## src/rtl/nri_regs.svh

```systemverilog
`ifndef NRI_REGS_SVH
`define NRI_REGS_SVH
`define NRI_BANK_W 3
`define NRI_ROW_W 16
`define NRI_COL_W 10
`define NRI_CMD_W 3
`define NRI_BUF_W 5
`define NRI_DATA_W 64
`define NRI_MASK_W 8
`define NRI_CMD_WRITE 3'h0
`define NRI_CMD_READ 3'h1
`define NRI_RD_LAT 4'h6
`define NRI_MAINT_CYC 4'h8
`endif

```

## src/rtl/nri_pkg.sv

```systemverilog
package nri_pkg;
  `include "nri_regs.svh"
  typedef logic [`NRI_BUF_W-1:0] nri_buf_t;
  typedef logic [`NRI_DATA_W-1:0] nri_data_t;
  typedef logic [`NRI_MASK_W-1:0] nri_mask_t;
  typedef struct packed {
    logic [`NRI_BANK_W-1:0] bank;
    logic [`NRI_ROW_W-1:0] row;
    logic [`NRI_COL_W-1:0] col;
    logic [`NRI_CMD_W-1:0] cmd;
    nri_buf_t ptr;
  } nri_req_t;
  typedef enum logic [1:0] {
    NRI_IDLE = 2'b00,
    NRI_MAINT = 2'b01
  } nri_state_t;
endpackage

```

## src/rtl/nri_if.sv

```systemverilog
`timescale 1ns/1ps
interface nri_if;
  import nri_pkg::*;
  logic [`NRI_BANK_W-1:0] bank;
  logic [`NRI_ROW_W-1:0] row;
  logic [`NRI_COL_W-1:0] col;
  logic [`NRI_CMD_W-1:0] cmd;
  nri_buf_t buffer_pointer_value;
  logic use_addr;
  logic accept;
  logic write_data_fetch;
  nri_buf_t write_buffer_echo;
  nri_data_t write_payload;
  nri_mask_t write_byte_mask;
  logic read_data_valid;
  nri_buf_t read_buffer_echo;
  nri_data_t read_payload;
  logic refresh_request;
  logic refresh_acknowledge;
  logic calibration_request;
  logic calibration_acknowledge;
  modport ctrl (
    input bank, row, col, cmd, buffer_pointer_value, use_addr, write_payload, write_byte_mask,
    input refresh_request, calibration_request,
    output accept, write_data_fetch, write_buffer_echo, read_data_valid, read_buffer_echo,
    output read_payload, refresh_acknowledge, calibration_acknowledge
  );
  modport user (
    output bank, row, col, cmd, buffer_pointer_value, use_addr, write_payload, write_byte_mask,
    output refresh_request, calibration_request,
    input accept, write_data_fetch, write_buffer_echo, read_data_valid, read_buffer_echo,
    input read_payload, refresh_acknowledge, calibration_acknowledge
  );
endinterface

```

## src/rtl/nri_ctrl.sv

```systemverilog
`timescale 1ns/1ps
// Function
// RULE_01 - Pulse calibration acknowledge once when done
// RULE_02 - Request is bank, row, column, command
// RULE_03 - Address leads valid strobe by one
// RULE_04 - Taken when valid and accept high
// RULE_05 - Refused request is presented again
// RULE_06 - Buffer pointer travels with each request
// RULE_07 - Echo pointer on write or read
// RULE_08 - Write data follows fetch by one
// RULE_09 - Gaps or back-to-back both accepted
// RULE_10 - Read valid marks delivered read data
// RULE_11 - Fetch only while collecting write data
// RULE_12 - Reorder mode completes in processed order
// RULE_13 - User issues one request at a time
// RULE_14 - Read return and write fetch concurrent
// RULE_15 - Calibration pulse pauses work, one per rank
// RULE_16 - Refresh pulse pauses work, one per rank
// RULE_17 - Pulse refresh acknowledge once when done
// RULE_18 - User maintenance only with interval zero
// RULE_19 - User holds request stable until accepted
// RULE_20 - Accept may drop when busy
module nri_ctrl
  import nri_pkg::*;
(
  input wire logic i_clk_sys,
  input wire logic i_rst,
  input wire logic i_reorder_mode,
  nri_if.ctrl bus,
  output logic o_mem_cmd_valid,
  output logic [`NRI_CMD_W-1:0] o_mem_cmd,
  output logic [`NRI_BANK_W-1:0] o_mem_bank,
  output logic [`NRI_ROW_W-1:0] o_mem_row,
  output logic [`NRI_COL_W-1:0] o_mem_col,
  output logic o_mem_wr_valid,
  output nri_data_t o_mem_wr_data,
  output nri_mask_t o_mem_wr_mask,
  input wire logic i_mem_rd_valid,
  input wire nri_data_t i_mem_rd_data
);
  // Two-entry request buffer
  nri_req_t buf_r [2];
  logic [1:0] buf_v_r;
  logic [1:0] buf_v_nxt;
  logic rd_idx_r;
  nri_state_t state_r;
  nri_state_t state_nxt;
  logic [3:0] maint_cnt_r;
  logic ref_pend_r;
  logic cal_pend_r;
  // Read pointer queue, returned in processed order
  nri_buf_t rq_r [8];
  logic [2:0] rq_wp_r;
  logic [2:0] rq_rp_r;
  logic wfetch_d_r;
  logic accept_r;
  logic wdf_r;
  nri_buf_t wbe_r;
  logic rdv_r;
  nri_buf_t rbe_r;
  nri_data_t rpl_r;
  logic rack_r;
  logic cack_r;
  logic cmd_v_r;
  logic [`NRI_CMD_W-1:0] cmd_r;
  logic [`NRI_BANK_W-1:0] bank_r;
  logic [`NRI_ROW_W-1:0] row_r;
  logic [`NRI_COL_W-1:0] col_r;
  logic mwv_r;
  nri_data_t mwd_r;
  nri_mask_t mwm_r;
  // Request capture
  wire take = bus.use_addr & accept_r;
  wire full = buf_v_r[0] & buf_v_r[1];
  // New entry fills the oldest slot if free, else the other one
  wire wslot = buf_v_r[rd_idx_r] ? ~rd_idx_r : rd_idx_r;
  wire maint_go = bus.refresh_request | bus.calibration_request;
  // Issue choice: in reorder mode prefer the newer entry when it hits the open row and the same-bank older entry misses
  wire older = rd_idx_r;
  wire newer = ~rd_idx_r;
  wire swap = i_reorder_mode & buf_v_r[older] & buf_v_r[newer] &
    (buf_r[older].bank == buf_r[newer].bank) & (buf_r[older].row != row_r) &
    (buf_r[newer].row == row_r);
  wire sel = swap ? newer : older;
  wire issue = (state_r == NRI_IDLE) & buf_v_r[sel] & ~maint_go & ~ref_pend_r & ~cal_pend_r;
  wire issue_wr = issue & (buf_r[sel].cmd == `NRI_CMD_WRITE);
  wire issue_rd = issue & (buf_r[sel].cmd == `NRI_CMD_READ);
  wire maint_done = (state_r == NRI_MAINT) & (maint_cnt_r == 4'h0);
  wire [3:0] maint_len = `NRI_MAINT_CYC;
  always_comb begin
    buf_v_nxt = buf_v_r;
    if (issue) begin
      buf_v_nxt[sel] = 1'b0;
    end
    if (take) begin
      buf_v_nxt[wslot] = 1'b1;
    end
  end
  always_comb begin
    state_nxt = state_r;
    case (state_r)
      NRI_IDLE: begin
        if (maint_go | ref_pend_r | cal_pend_r) begin
          state_nxt = NRI_MAINT;
        end
      end
      NRI_MAINT: begin
        if (maint_done) begin
          state_nxt = NRI_IDLE;
        end
      end
      default: begin
        state_nxt = NRI_IDLE;
      end
    endcase
  end
  always_ff @(posedge i_clk_sys or posedge i_rst) begin
    if (i_rst) begin
      buf_v_r <= 2'h0;
      rd_idx_r <= 1'b0;
      state_r <= NRI_IDLE;
      maint_cnt_r <= 4'h0;
      ref_pend_r <= 1'b0;
      cal_pend_r <= 1'b0;
      accept_r <= 1'b0;
    end else begin
      // RULE_04 capture on handshake
      buf_v_r <= buf_v_nxt;
      // RULE_12 oldest slot advances after the older entry issues
      if (issue & (sel == older)) begin
        rd_idx_r <= ~rd_idx_r;
      end
      state_r <= state_nxt;
      // RULE_15 RULE_16 maintenance pause
      if (state_r == NRI_IDLE && state_nxt == NRI_MAINT) begin
        maint_cnt_r <= maint_len;
      end else if (maint_cnt_r != 4'h0) begin
        maint_cnt_r <= maint_cnt_r - 4'h1;
      end
      if (bus.refresh_request) begin
        ref_pend_r <= 1'b1;
      end else if (maint_done) begin
        ref_pend_r <= 1'b0;
      end
      if (bus.calibration_request) begin
        cal_pend_r <= 1'b1;
      end else if (maint_done) begin
        cal_pend_r <= 1'b0;
      end
      // RULE_20 RULE_09 accept tracks free space
      accept_r <= (state_nxt == NRI_IDLE) & ~maint_go & ~(buf_v_nxt[0] & buf_v_nxt[1]) & ~(full & ~issue);
    end
  end
  always_ff @(posedge i_clk_sys) begin
    // RULE_06 pointer stored with request
    if (take) begin
      buf_r[wslot] <= '{bus.bank, bus.row, bus.col, bus.cmd, bus.buffer_pointer_value};
    end
    if (issue_rd) begin
      rq_r[rq_wp_r] <= buf_r[sel].ptr;
    end
  end
  always_ff @(posedge i_clk_sys or posedge i_rst) begin
    if (i_rst) begin
      rq_wp_r <= 3'h0;
      rq_rp_r <= 3'h0;
      wfetch_d_r <= 1'b0;
      wdf_r <= 1'b0;
      wbe_r <= '0;
      rdv_r <= 1'b0;
      rbe_r <= '0;
      rpl_r <= '0;
      rack_r <= 1'b0;
      cack_r <= 1'b0;
      cmd_v_r <= 1'b0;
      cmd_r <= '0;
      bank_r <= '0;
      row_r <= '0;
      col_r <= '0;
      mwv_r <= 1'b0;
      mwd_r <= '0;
      mwm_r <= '0;
    end else begin
      // RULE_14 command issue, write fetch and read return proceed concurrently
      cmd_v_r <= issue;
      if (issue) begin
        cmd_r <= buf_r[sel].cmd;
        bank_r <= buf_r[sel].bank;
        row_r <= buf_r[sel].row;
        col_r <= buf_r[sel].col;
      end
      // RULE_07 RULE_11 write fetch with echo
      wdf_r <= issue_wr;
      if (issue_wr) begin
        wbe_r <= buf_r[sel].ptr;
      end
      // RULE_08 data taken cycle after fetch
      wfetch_d_r <= wdf_r;
      mwv_r <= wfetch_d_r;
      if (wfetch_d_r) begin
        mwd_r <= bus.write_payload;
        mwm_r <= bus.write_byte_mask;
      end
      if (issue_rd) begin
        rq_wp_r <= rq_wp_r + 3'h1;
      end
      // RULE_10 RULE_07 read return with echo
      rdv_r <= i_mem_rd_valid;
      if (i_mem_rd_valid) begin
        rbe_r <= rq_r[rq_rp_r];
        rpl_r <= i_mem_rd_data;
        rq_rp_r <= rq_rp_r + 3'h1;
      end
      // RULE_17 RULE_01 one-cycle acknowledges
      rack_r <= maint_done & ref_pend_r;
      cack_r <= maint_done & cal_pend_r;
    end
  end
  assign bus.accept = accept_r;
  assign bus.write_data_fetch = wdf_r;
  assign bus.write_buffer_echo = wbe_r;
  assign bus.read_data_valid = rdv_r;
  assign bus.read_buffer_echo = rbe_r;
  assign bus.read_payload = rpl_r;
  assign bus.refresh_acknowledge = rack_r;
  assign bus.calibration_acknowledge = cack_r;
  assign o_mem_cmd_valid = cmd_v_r;
  assign o_mem_cmd = cmd_r;
  assign o_mem_bank = bank_r;
  assign o_mem_row = row_r;
  assign o_mem_col = col_r;
  assign o_mem_wr_valid = mwv_r;
  assign o_mem_wr_data = mwd_r;
  assign o_mem_wr_mask = mwm_r;
endmodule

```

## src/flat_wrapper.sv

```systemverilog
// flat-port wrapper written by rule: the top's interface ports become plain ports
module nri_ctrl_flat import nri_pkg::*;
  (i_clk_sys, i_rst, i_reorder_mode, o_mem_cmd_valid, o_mem_cmd, o_mem_bank, o_mem_row, o_mem_col, o_mem_wr_valid, o_mem_wr_data, o_mem_wr_mask, i_mem_rd_valid, i_mem_rd_data, bus_bank, bus_row, bus_col, bus_cmd, bus_buffer_pointer_value, bus_use_addr, bus_write_payload, bus_write_byte_mask, bus_refresh_request, bus_calibration_request, bus_accept, bus_write_data_fetch, bus_write_buffer_echo, bus_read_data_valid, bus_read_buffer_echo, bus_read_payload, bus_refresh_acknowledge, bus_calibration_acknowledge);
  nri_if bus_i ();
  input wire logic i_clk_sys;
  input wire logic i_rst;
  input wire logic i_reorder_mode;
  output logic o_mem_cmd_valid;
  output logic [`NRI_CMD_W-1:0] o_mem_cmd;
  output logic [`NRI_BANK_W-1:0] o_mem_bank;
  output logic [`NRI_ROW_W-1:0] o_mem_row;
  output logic [`NRI_COL_W-1:0] o_mem_col;
  output logic o_mem_wr_valid;
  output nri_data_t o_mem_wr_data;
  output nri_mask_t o_mem_wr_mask;
  input wire logic i_mem_rd_valid;
  input wire nri_data_t i_mem_rd_data;
  input wire logic [$bits(bus_i.bank)-1:0] bus_bank;
  input wire logic [$bits(bus_i.row)-1:0] bus_row;
  input wire logic [$bits(bus_i.col)-1:0] bus_col;
  input wire logic [$bits(bus_i.cmd)-1:0] bus_cmd;
  input wire logic [$bits(bus_i.buffer_pointer_value)-1:0] bus_buffer_pointer_value;
  input wire logic [$bits(bus_i.use_addr)-1:0] bus_use_addr;
  input wire logic [$bits(bus_i.write_payload)-1:0] bus_write_payload;
  input wire logic [$bits(bus_i.write_byte_mask)-1:0] bus_write_byte_mask;
  input wire logic [$bits(bus_i.refresh_request)-1:0] bus_refresh_request;
  input wire logic [$bits(bus_i.calibration_request)-1:0] bus_calibration_request;
  output wire logic [$bits(bus_i.accept)-1:0] bus_accept;
  output wire logic [$bits(bus_i.write_data_fetch)-1:0] bus_write_data_fetch;
  output wire logic [$bits(bus_i.write_buffer_echo)-1:0] bus_write_buffer_echo;
  output wire logic [$bits(bus_i.read_data_valid)-1:0] bus_read_data_valid;
  output wire logic [$bits(bus_i.read_buffer_echo)-1:0] bus_read_buffer_echo;
  output wire logic [$bits(bus_i.read_payload)-1:0] bus_read_payload;
  output wire logic [$bits(bus_i.refresh_acknowledge)-1:0] bus_refresh_acknowledge;
  output wire logic [$bits(bus_i.calibration_acknowledge)-1:0] bus_calibration_acknowledge;
  assign bus_i.bank = bus_bank;
  assign bus_i.row = bus_row;
  assign bus_i.col = bus_col;
  assign bus_i.cmd = bus_cmd;
  assign bus_i.buffer_pointer_value = bus_buffer_pointer_value;
  assign bus_i.use_addr = bus_use_addr;
  assign bus_i.write_payload = bus_write_payload;
  assign bus_i.write_byte_mask = bus_write_byte_mask;
  assign bus_i.refresh_request = bus_refresh_request;
  assign bus_i.calibration_request = bus_calibration_request;
  assign bus_accept = bus_i.accept;
  assign bus_write_data_fetch = bus_i.write_data_fetch;
  assign bus_write_buffer_echo = bus_i.write_buffer_echo;
  assign bus_read_data_valid = bus_i.read_data_valid;
  assign bus_read_buffer_echo = bus_i.read_buffer_echo;
  assign bus_read_payload = bus_i.read_payload;
  assign bus_refresh_acknowledge = bus_i.refresh_acknowledge;
  assign bus_calibration_acknowledge = bus_i.calibration_acknowledge;
  nri_ctrl u_core (.i_clk_sys(i_clk_sys), .i_rst(i_rst), .i_reorder_mode(i_reorder_mode), .bus(bus_i), .o_mem_cmd_valid(o_mem_cmd_valid), .o_mem_cmd(o_mem_cmd), .o_mem_bank(o_mem_bank), .o_mem_row(o_mem_row), .o_mem_col(o_mem_col), .o_mem_wr_valid(o_mem_wr_valid), .o_mem_wr_data(o_mem_wr_data), .o_mem_wr_mask(o_mem_wr_mask), .i_mem_rd_valid(i_mem_rd_valid), .i_mem_rd_data(i_mem_rd_data));
endmodule
```

## config.mk

```make
export PLATFORM = sky130hd
export DESIGN_NAME = nri_ctrl_flat
export DESIGN_NICKNAME = d
export VERILOG_FILES = /design/src/rtl/nri_pkg.sv /design/src/rtl/nri_if.sv /design/src/rtl/nri_ctrl.sv /design/src/flat_wrapper.sv
export VERILOG_INCLUDE_DIRS = /design/src /design/src/rtl
export SDC_FILE = /design/constraint.sdc
export NUM_CORES = 1
export LEC_CHECK = 0
export BUFFER_PORTS_ARGS = -buffer_cell sky130_fd_sc_hd__clkbuf_2
export CORE_MARGIN = 3
export CORE_UTILIZATION = 54
export CTS_BUF_LIST = sky130_fd_sc_hd__clkbuf_8
export DETAILED_ROUTE_END_ITERATION = 10
export PLACE_DENSITY = 0.82
export SLEW_MARGIN = 10
export SYNTH_ARGS = -nofsm -noshare
export SYNTH_HDL_FRONTEND = slang
export SYNTH_SLANG_ARGS = --single-unit
```

## constraint.sdc

```tcl
create_clock -name i_clk_sys -period 8.4 [get_ports i_clk_sys]
set_input_delay 1.68 -clock i_clk_sys [delete_from_list [all_inputs] [get_ports i_clk_sys]]
set_output_delay 1.68 -clock i_clk_sys [all_outputs]
set_load 0.01 [all_outputs]
```

==> impl_results.rst, run 1 <==
.. list-table::
   :header-rows: 1

   * - Metric
     - Value
   * - Status
     - complete, no violations
   * - Total Wirelength
     - 31.93 mm
   * - Resized cells post-CTS
     - 0
   * - Total gr overflow
     - 0
   * - Setup slack of the most critical reg-to-reg path
     - 3700 ps
   * - Post-synthesis sequential element count
     - 317
   * - Startpoint of the most critical register-to-register path
     - u_core.older
   * - Element type at the critical path end
     - register
   * - Placed Cells incl. Taps
     - 1,551
   * - Launch point of the worst path
     - u_core.older
   * - Core Rows
     - 56
   * - Number of clock sinks
     - 317
   * - Setup Crit Path Kind
     - reg -> reg
   * - Data arrival time of the worst path
     - 4870 ps
   * - Starting density of the core
     - 0.5539
   * - Synth Area in Adders
     - 0.003815
   * - Combinational family with the most area after synthesis
     - multiplexers
   * - Fraction of registers with async set/reset
     - 0.6404
   * - Floorplan Core Area
     - 0.02368 mm²
   * - Final core utilization
     - 0.6841
   * - Insertion delay of the later-clocked pin in the worst-skew pair
     - 570 ps
   * - Worst relative slew slack
     - 0.2206
   * - Worst Min Path Start
     - u_core.bus.write_data_fetch
   * - Final Setup Violations
     - 0
   * - Post-synthesis to final-layout area growth
     - 23.51%
   * - Post-CTS setup buffer count
     - 0
   * - Syn nets
     - 1,092
   * - Met2 routed WL
     - 16.30 mm
   * - Top achievable clock speed
     - 213.0 MHz
   * - Setup_tns
     - 0 ps
   * - Reported leakage power
     - 0.007692 µW
   * - Main synth FF type
     - sky130_fd_sc_hd__dfrtp_1
   * - Detailed-routed wire length on met3
     - 2.685 mm
   * - Worst-path clk slew
     - 60 ps
   * - Top-area cell type share of the netlist area
     - 0.3873
   * - Die Y
     - 161.9 µm
   * - Number of optimization iterations in the first detailed-route pass
     - 5
   * - Number of buffers added to fix hold violations after cts
     - 0
   * - Number of CTS-inserted buffers
     - 49
   * - Average cell area after synthesis
     - 14.45 µm²
   * - Unique cell type count in the Yosys netlist
     - 60
   * - CP required
     - 8570 ps
   * - Final period util
     - 0.5590
   * - Count of port buffers added during placement
     - 364
   * - Max-Cap Viols
     - 0
   * - DRT iter0 DRCs
     - 703
   * - Max layer used
     - met5
   * - Antenna violations before repair
     - 8
   * - Min-Delay Path Class
     - reg -> reg
   * - DR vias
     - 8,862
   * - Layout cell share with drive strength beyond 1
     - 0.4584
   * - Ratio of total power to cell area
     - 210.2 mW/mm²
   * - Transition at the pin with the smallest max-transition slack
     - 1166 ps
   * - Leading cell types by count after synthesis
     - sky130_fd_sc_hd__dfrtp_1 (203), sky130_fd_sc_hd__mux2_2 (144), sky130_fd_sc_hd__edfxtp_1 (114), sky130_fd_sc_hd__inv_1 (66), sky130_fd_sc_hd__nand2_1 (46)
   * - Slew Limit Fails
     - 0
   * - Number of hold violations in the final report
     - 0
   * - Filler instances
     - 1,698
   * - Pin count of the biggest net entering global routing
     - 129
   * - Netlist Area Pre-Place
     - 0.01312 mm²
   * - Finished layout cell area
     - 0.01620 mm²
   * - Largest fanout on the critical path
     - 48
   * - Layout Nets
     - 1,467
   * - End of the worst register-to-register path
     - u_core.rq_r[2][3]
   * - Number of top-level design ports
     - 365
   * - Count leader, synth
     - sky130_fd_sc_hd__dfrtp_1
   * - Synth warnings
     - 0
   * - Overall die area
     - 0.02620 mm²
   * - WL met1
     - 11.99 mm
   * - Cell type with the highest aggregate area in the netlist
     - sky130_fd_sc_hd__dfrtp_1
   * - Final std cells w/o fill
     - 1,646
   * - Die X-Extent
     - 161.9 µm
   * - DP HPWL
     - 23.03 mm
   * - Vias in the first global route
     - 9,091
   * - Fraction of the yosys area taken by sequential cells
     - 0.6482
   * - Detail Route Antenna Nets
     - 0
   * - Proportion of synthesized area in mux cells
     - 0.1721
   * - Element type at the critical path start
     - register
   * - RSZ-0062 raised after global routing
     - false
   * - Fraction of synthesized cell area in xor and xnor cells
     - 0.02671
   * - Hold path depth
     - 0
   * - Clock Path Buffers
     - 3
   * - Simple logic cell fraction of the synthesized area
     - 0.04826
   * - TritonCTS clock tree
     - built
   * - Time the worst path needs with I/O delays and setup
     - 4695 ps
   * - Cell depth of the worst flop-to-flop path
     - 8
   * - Wire length per cell after detailed routing
     - 19.40 µm
   * - Worst-case hold slack
     - 375.9 ps
   * - Count of unresolved DRC violations after routing
     - 0
   * - Post-DP Area
     - 0.01520 mm²
   * - Weighted congestion at the end of routability-driven global placement
     - 0.8883
   * - H-tree levels
     - 2
   * - Root cell of the clock tree
     - sky130_fd_sc_hd__clkbuf_8
   * - Worst ir drop on vdd
     - 0.1411 mV
   * - Average vias per placed instance
     - 5.384
   * - All-layer global routing usage
     - 0.2398
   * - Number of enable flip-flop cells after synthesis
     - 114
   * - Fraction of the mapped netlist area in compound gates
     - 0.06553
   * - Worst clock skew
     - 22.07 ps
   * - Top cells by area, synth
     - sky130_fd_sc_hd__dfrtp_1 (39%), sky130_fd_sc_hd__edfxtp_1 (26%), sky130_fd_sc_hd__mux2_2 (12%), sky130_fd_sc_hd__mux2i_1 (3.1%), sky130_fd_sc_hd__xnor2_1 (2.4%)
   * - Cell count after synthesis
     - 908
   * - Hold path endpoint
     - u_core.wfetch_d_r
   * - First-pass GRT wire length
     - 49.35 mm
==> worst max-delay path, cell delays in order (launching register included) <==
cell and delay (ps):
sky130_fd_sc_hd__dfrtp_2 340, sky130_fd_sc_hd__buf_4 560, sky130_fd_sc_hd__mux2i_1 300, sky130_fd_sc_hd__xnor2_1 90, sky130_fd_sc_hd__nor4_1 430, sky130_fd_sc_hd__nand4_1 570, sky130_fd_sc_hd__a31oi_4 640, sky130_fd_sc_hd__o21ai_2 230
sky130_fd_sc_hd__a2111oi_1 1110
==> cells by family (layout without fill, tap and decap cells) <==
kind of cell / after synthesis / after routing
flip-flops: 317 / 317
XOR/XNOR: 40 / 40
AND/OR/NAND/NOR: 125 / 125
buffers and inverters: 113 / 527
AO/OA/AOI/OAI: 113 / 113
multiplexers: 195 / 195
other: 1 / 6
adder cells (fa/ha/maj): 4 / 4
==> worst max-delay path by stage <==
stage | endpoint | slack [ps]
4_1_cts | u_core.rq_r[1][4] | 3680
2_1_floorplan | u_core.buf_v_r[0] | 1180
3_5_place_dp | u_core.rq_r[1][3] | 3180
6_report | u_core.rq_r[2][3] | 3700
3_3_place_gp | u_core.rq_r[1][0] | 3470
5_1_grt | u_core.rq_r[3][1] | 3420
==> layout by cell type, fill, tap and decap left out, types with 29 or more instances in the layout <==
cell type                  Yosys  final
sky130_fd_sc_hd__edfxtp_1    114    114
sky130_fd_sc_hd__inv_1        66     81
sky130_fd_sc_hd__clkbuf_8      0     54
sky130_fd_sc_hd__o221ai_1     29     29
sky130_fd_sc_hd__nand2_1      46     46
sky130_fd_sc_hd__xnor2_1      36     36
sky130_fd_sc_hd__clkbuf_2      1    363
sky130_fd_sc_hd__mux2_2      144    144
sky130_fd_sc_hd__dfrtp_1     203    201
sky130_fd_sc_hd__mux2i_1      41     41
==> sequential cells by signal, summed over array words and instances (netlist names), 2 cells and up <==
register                      cells
u_core.rq_r                      40
u_core.o_mem_cmd                  3
u_core.maint_cnt_r                4
u_core.o_mem_row                 16
u_core.bus.read_payload          64
u_core.o_mem_wr_data             64
u_core.o_mem_wr_mask              8
u_core.o_mem_bank                 3
u_core.rq_rp_r                    3
u_core.o_mem_col                 10
u_core.bus.read_buffer_echo       5
u_core.bus.write_buffer_echo      5
u_core.buf_r                     74
u_core.buf_v_r                    2
u_core.rq_wp_r                    3
u_core.state_r                    2
==> where the power goes <==
group	total, µW	internal [µW]	switching (µW)	leakage (µW)
Combinational	368	193	175	0.00363
Clock	1270	687	582	0.000568
Sequential	1770	1680	82.9	0.00349
==> layout make-up <==
cell class	instances	area [µm²]	area share
Multi-Input combinational cell	478	4174	0.2576
Tap cell	319	399.1	0.02464
Inverter	67	259.0	0.01599
Timing Repair Buffer	370	1869	0.1154
Antenna cell	5	12.51	0.0007723
Clock buffer	54	743.2	0.04587
Sequential cell	317	8506	0.5250
Clock inverter	36	239.0	0.01475
==> stage by stage <==
step	setup WS, ps	total power [µW]
floorplan	1181	2013
global placement	3470	2149
detailed placement	3179	2168
CTS	3684	3443
global route	3422	3562
finish	3705	3406
==> metal layers <==
metal  track usage  up-vias
met5             0        -
met4       0.08143        6
met3       0.07396       70
met2        0.4144      341
met1        0.2871     4361
li1              -     4084
Note: power is estimated with default switching activity, not from simulation.
==> run 2: changes to the inputs <==
clock period = 4.8 ns   (was 8.4 ns; I/O delays follow)
==> impl_results.rst, run 2 (synthesized netlist as in run 1, its figures left out) <==
.. list-table::
   :header-rows: 1

   * - Metric
     - Value
   * - Layout cell share with drive strength beyond 1
     - 0.4614
   * - Ratio of total power to cell area
     - 366.8 mW/mm²
   * - Weighted congestion at the end of routability-driven global placement
     - 0.8649
   * - Number of top-level design ports
     - 365
   * - Status
     - complete, no violations
   * - Number of hold violations in the final report
     - 0
   * - Commonest cells after routing, fill and taps aside
     - sky130_fd_sc_hd__clkbuf_2 (363), sky130_fd_sc_hd__dfrtp_1 (201), sky130_fd_sc_hd__mux2_2 (144)
   * - Max-Cap Viols
     - 0
   * - Clock Path Buffers
     - 3
   * - Insertion delay of the later-clocked pin in the worst-skew pair
     - 570 ps
   * - Floorplan Core Area
     - 0.02368 mm²
   * - Total Wirelength
     - 32.54 mm
   * - Final Setup Violations
     - 0
   * - DRT iter0 DRCs
     - 597
   * - Most frequent standard cell in the layout excluding fill and tap cells
     - sky130_fd_sc_hd__clkbuf_2
   * - Die Y
     - 161.9 µm
   * - CP required
     - 4990 ps
   * - TritonCTS clock tree
     - built
   * - Post-CTS setup buffer count
     - 0
   * - Pin count of the biggest net entering global routing
     - 92
   * - Number of clock sinks
     - 317
   * - Worst ir drop on vdd
     - 0.2548 mV
   * - Reported leakage power
     - 0.007786 µW
   * - Number of buffers added to fix hold violations after cts
     - 0
   * - Setup_tns
     - 0 ps
   * - All-layer global routing usage
     - 0.2432
   * - First-pass GRT wire length
     - 49.76 mm
   * - Max reg flops
     - 74
   * - Core Rows
     - 56
   * - Number of optimization iterations in the first detailed-route pass
     - 5
   * - Final period util
     - 0.9105
   * - Number of CTS-inserted buffers
     - 50
   * - Placed Cells incl. Taps
     - 1,562
   * - Resized cells post-CTS
     - 0
   * - Root cell of the clock tree
     - sky130_fd_sc_hd__clkbuf_8
   * - DR vias
     - 8,926
   * - Final std cells w/o fill
     - 1,660
   * - Average vias per placed instance
     - 5.377
   * - Worst relative slew slack
     - 0.3214
   * - Largest fanout on the critical path
     - 32
   * - RSZ-0062 raised after global routing
     - false
   * - Filler instances
     - 1,689
   * - Total gr overflow
     - 0
   * - H-tree levels
     - 2
   * - Wire length per cell after detailed routing
     - 19.60 µm
   * - Element type at the critical path end
     - register
   * - Vias in the first global route
     - 9,026
   * - Layout Nets
     - 1,479
   * - Overall die area
     - 0.02620 mm²
   * - Antenna violations before repair
     - 6
   * - Post-synthesis to final-layout area growth
     - 24.37%
   * - Min-Delay Path Class
     - reg -> reg
   * - Transition at the pin with the smallest max-transition slack
     - 1018 ps
   * - Element type at the critical path start
     - register
   * - Detail Route Antenna Nets
     - 0
   * - Time the worst path needs with I/O delays and setup
     - 4370 ps
   * - Count of port buffers added during placement
     - 364
   * - Top achievable clock speed
     - 228.8 MHz
   * - Data arrival time of the worst path
     - 4560 ps
   * - Register name with the most flops
     - u_core.buf_r
   * - Setup Crit Path Kind
     - reg -> reg
   * - Worst-path clk slew
     - 60 ps
   * - Starting density of the core
     - 0.5539
   * - Die X-Extent
     - 161.9 µm
   * - Slew Limit Fails
     - 0
   * - Worst clock skew
     - 21.09 ps
   * - Count of unresolved DRC violations after routing
     - 0
   * - DP HPWL
     - 23.92 mm
-- run 2: cell types whose count changed in the layout (fill, tap and decap cells not counted) --
cell                        previous run  this run
sky130_fd_sc_hd__a2111oi_1             2         3
sky130_fd_sc_hd__a2111oi_2             2         1
sky130_fd_sc_hd__buf_12                0         1
sky130_fd_sc_hd__buf_4                 7        17
sky130_fd_sc_hd__bufinv_16             3         2
sky130_fd_sc_hd__clkbuf_8             54        58
sky130_fd_sc_hd__clkinv_1              5         0
sky130_fd_sc_hd__clkinv_2              9         6
sky130_fd_sc_hd__diode_2               5         6
sky130_fd_sc_hd__inv_1                81        88
sky130_fd_sc_hd__inv_6                 2         1
sky130_fd_sc_hd__inv_8                 1         2
-- run 2: worst max-delay path: stages (launching register included) --
cell                       delay, ps
sky130_fd_sc_hd__dfrtp_2         930
sky130_fd_sc_hd__mux2i_1         300
sky130_fd_sc_hd__xnor2_1         100
sky130_fd_sc_hd__nor4_2          390
sky130_fd_sc_hd__nand3_1         290
sky130_fd_sc_hd__nor4_4          870
sky130_fd_sc_hd__o21ai_2         260
sky130_fd_sc_hd__a211oi_1        840
-- run 2: layout make-up --
type                    instances  area, µm²  share of cell area
clock buffers                  58      798.3             0.04893
diodes                          6      15.01           0.0009203
multi-input cells             478       4169              0.2555
inverters                      67      255.2             0.01565
repair buffers                381       1964              0.1204
well taps                     319      399.1             0.02447
flip-flops and latches        317       8506              0.5214
clock inverters                34      207.7             0.01273
-- run 2: metal layers --
layer  vias up  part of all wire  GRT usage
li1       4104                 -          -
met1      4377              0.40     0.3022
met2       366              0.49     0.4123
met3        79             0.074    0.05866
met4         0             0.038    0.09965
met5         -                 0          0
-- run 2: stage by stage --
| stage | power (µW) | utilization | hold slack [ps] | setup slack [ps] | area, µm² |
|---|---|---|---|---|---|
| after global routing | 6264 | 0.6889 | 406.7 | 40.81 | 16310 |
| after CTS | 6051 | 0.6882 | 379.1 | 396.7 | 16300 |
| after floorplan | 3524 | - | 351.9 | 1033 | 13120 |
| after global placement | 3770 | 0.6458 | 363.4 | 698.5 | 15290 |
| final | 5985 | 0.6889 | 374.3 | 429.6 | 16310 |
| after detailed placement | 3793 | 0.6458 | 360.8 | 481.7 | 15290 |
-- run 2: final timing paths --
kind	startpoint	end	slack (ps)	cells past startpoint
worst max-delay path	u_core.older	u_core.rq_r[6][1]	430	7
min in group asynchronous	i_rst	u_core.o_mem_col[6]	560	2
worst min-delay path	u_core.bus.write_data_fetch	u_core.wfetch_d_r	370	0
max in group asynchronous	i_rst	u_core.o_mem_wr_data[15]	3180	3
worst max register to register	u_core.older	u_core.rq_r[6][1]	430	7
worst min register to register	u_core.bus.write_data_fetch	u_core.wfetch_d_r	370	0
-- run 2: where the power goes --
| group | internal (µW) | switching, µW | leakage [µW] |
|---|---|---|---|
| logic | 340 | 300 | 0.00369 |
| clock network | 1220 | 1030 | 0.000608 |
| registers | 2950 | 148 | 0.00349 |
| total | 4510 | 1480 | 0.00779 |
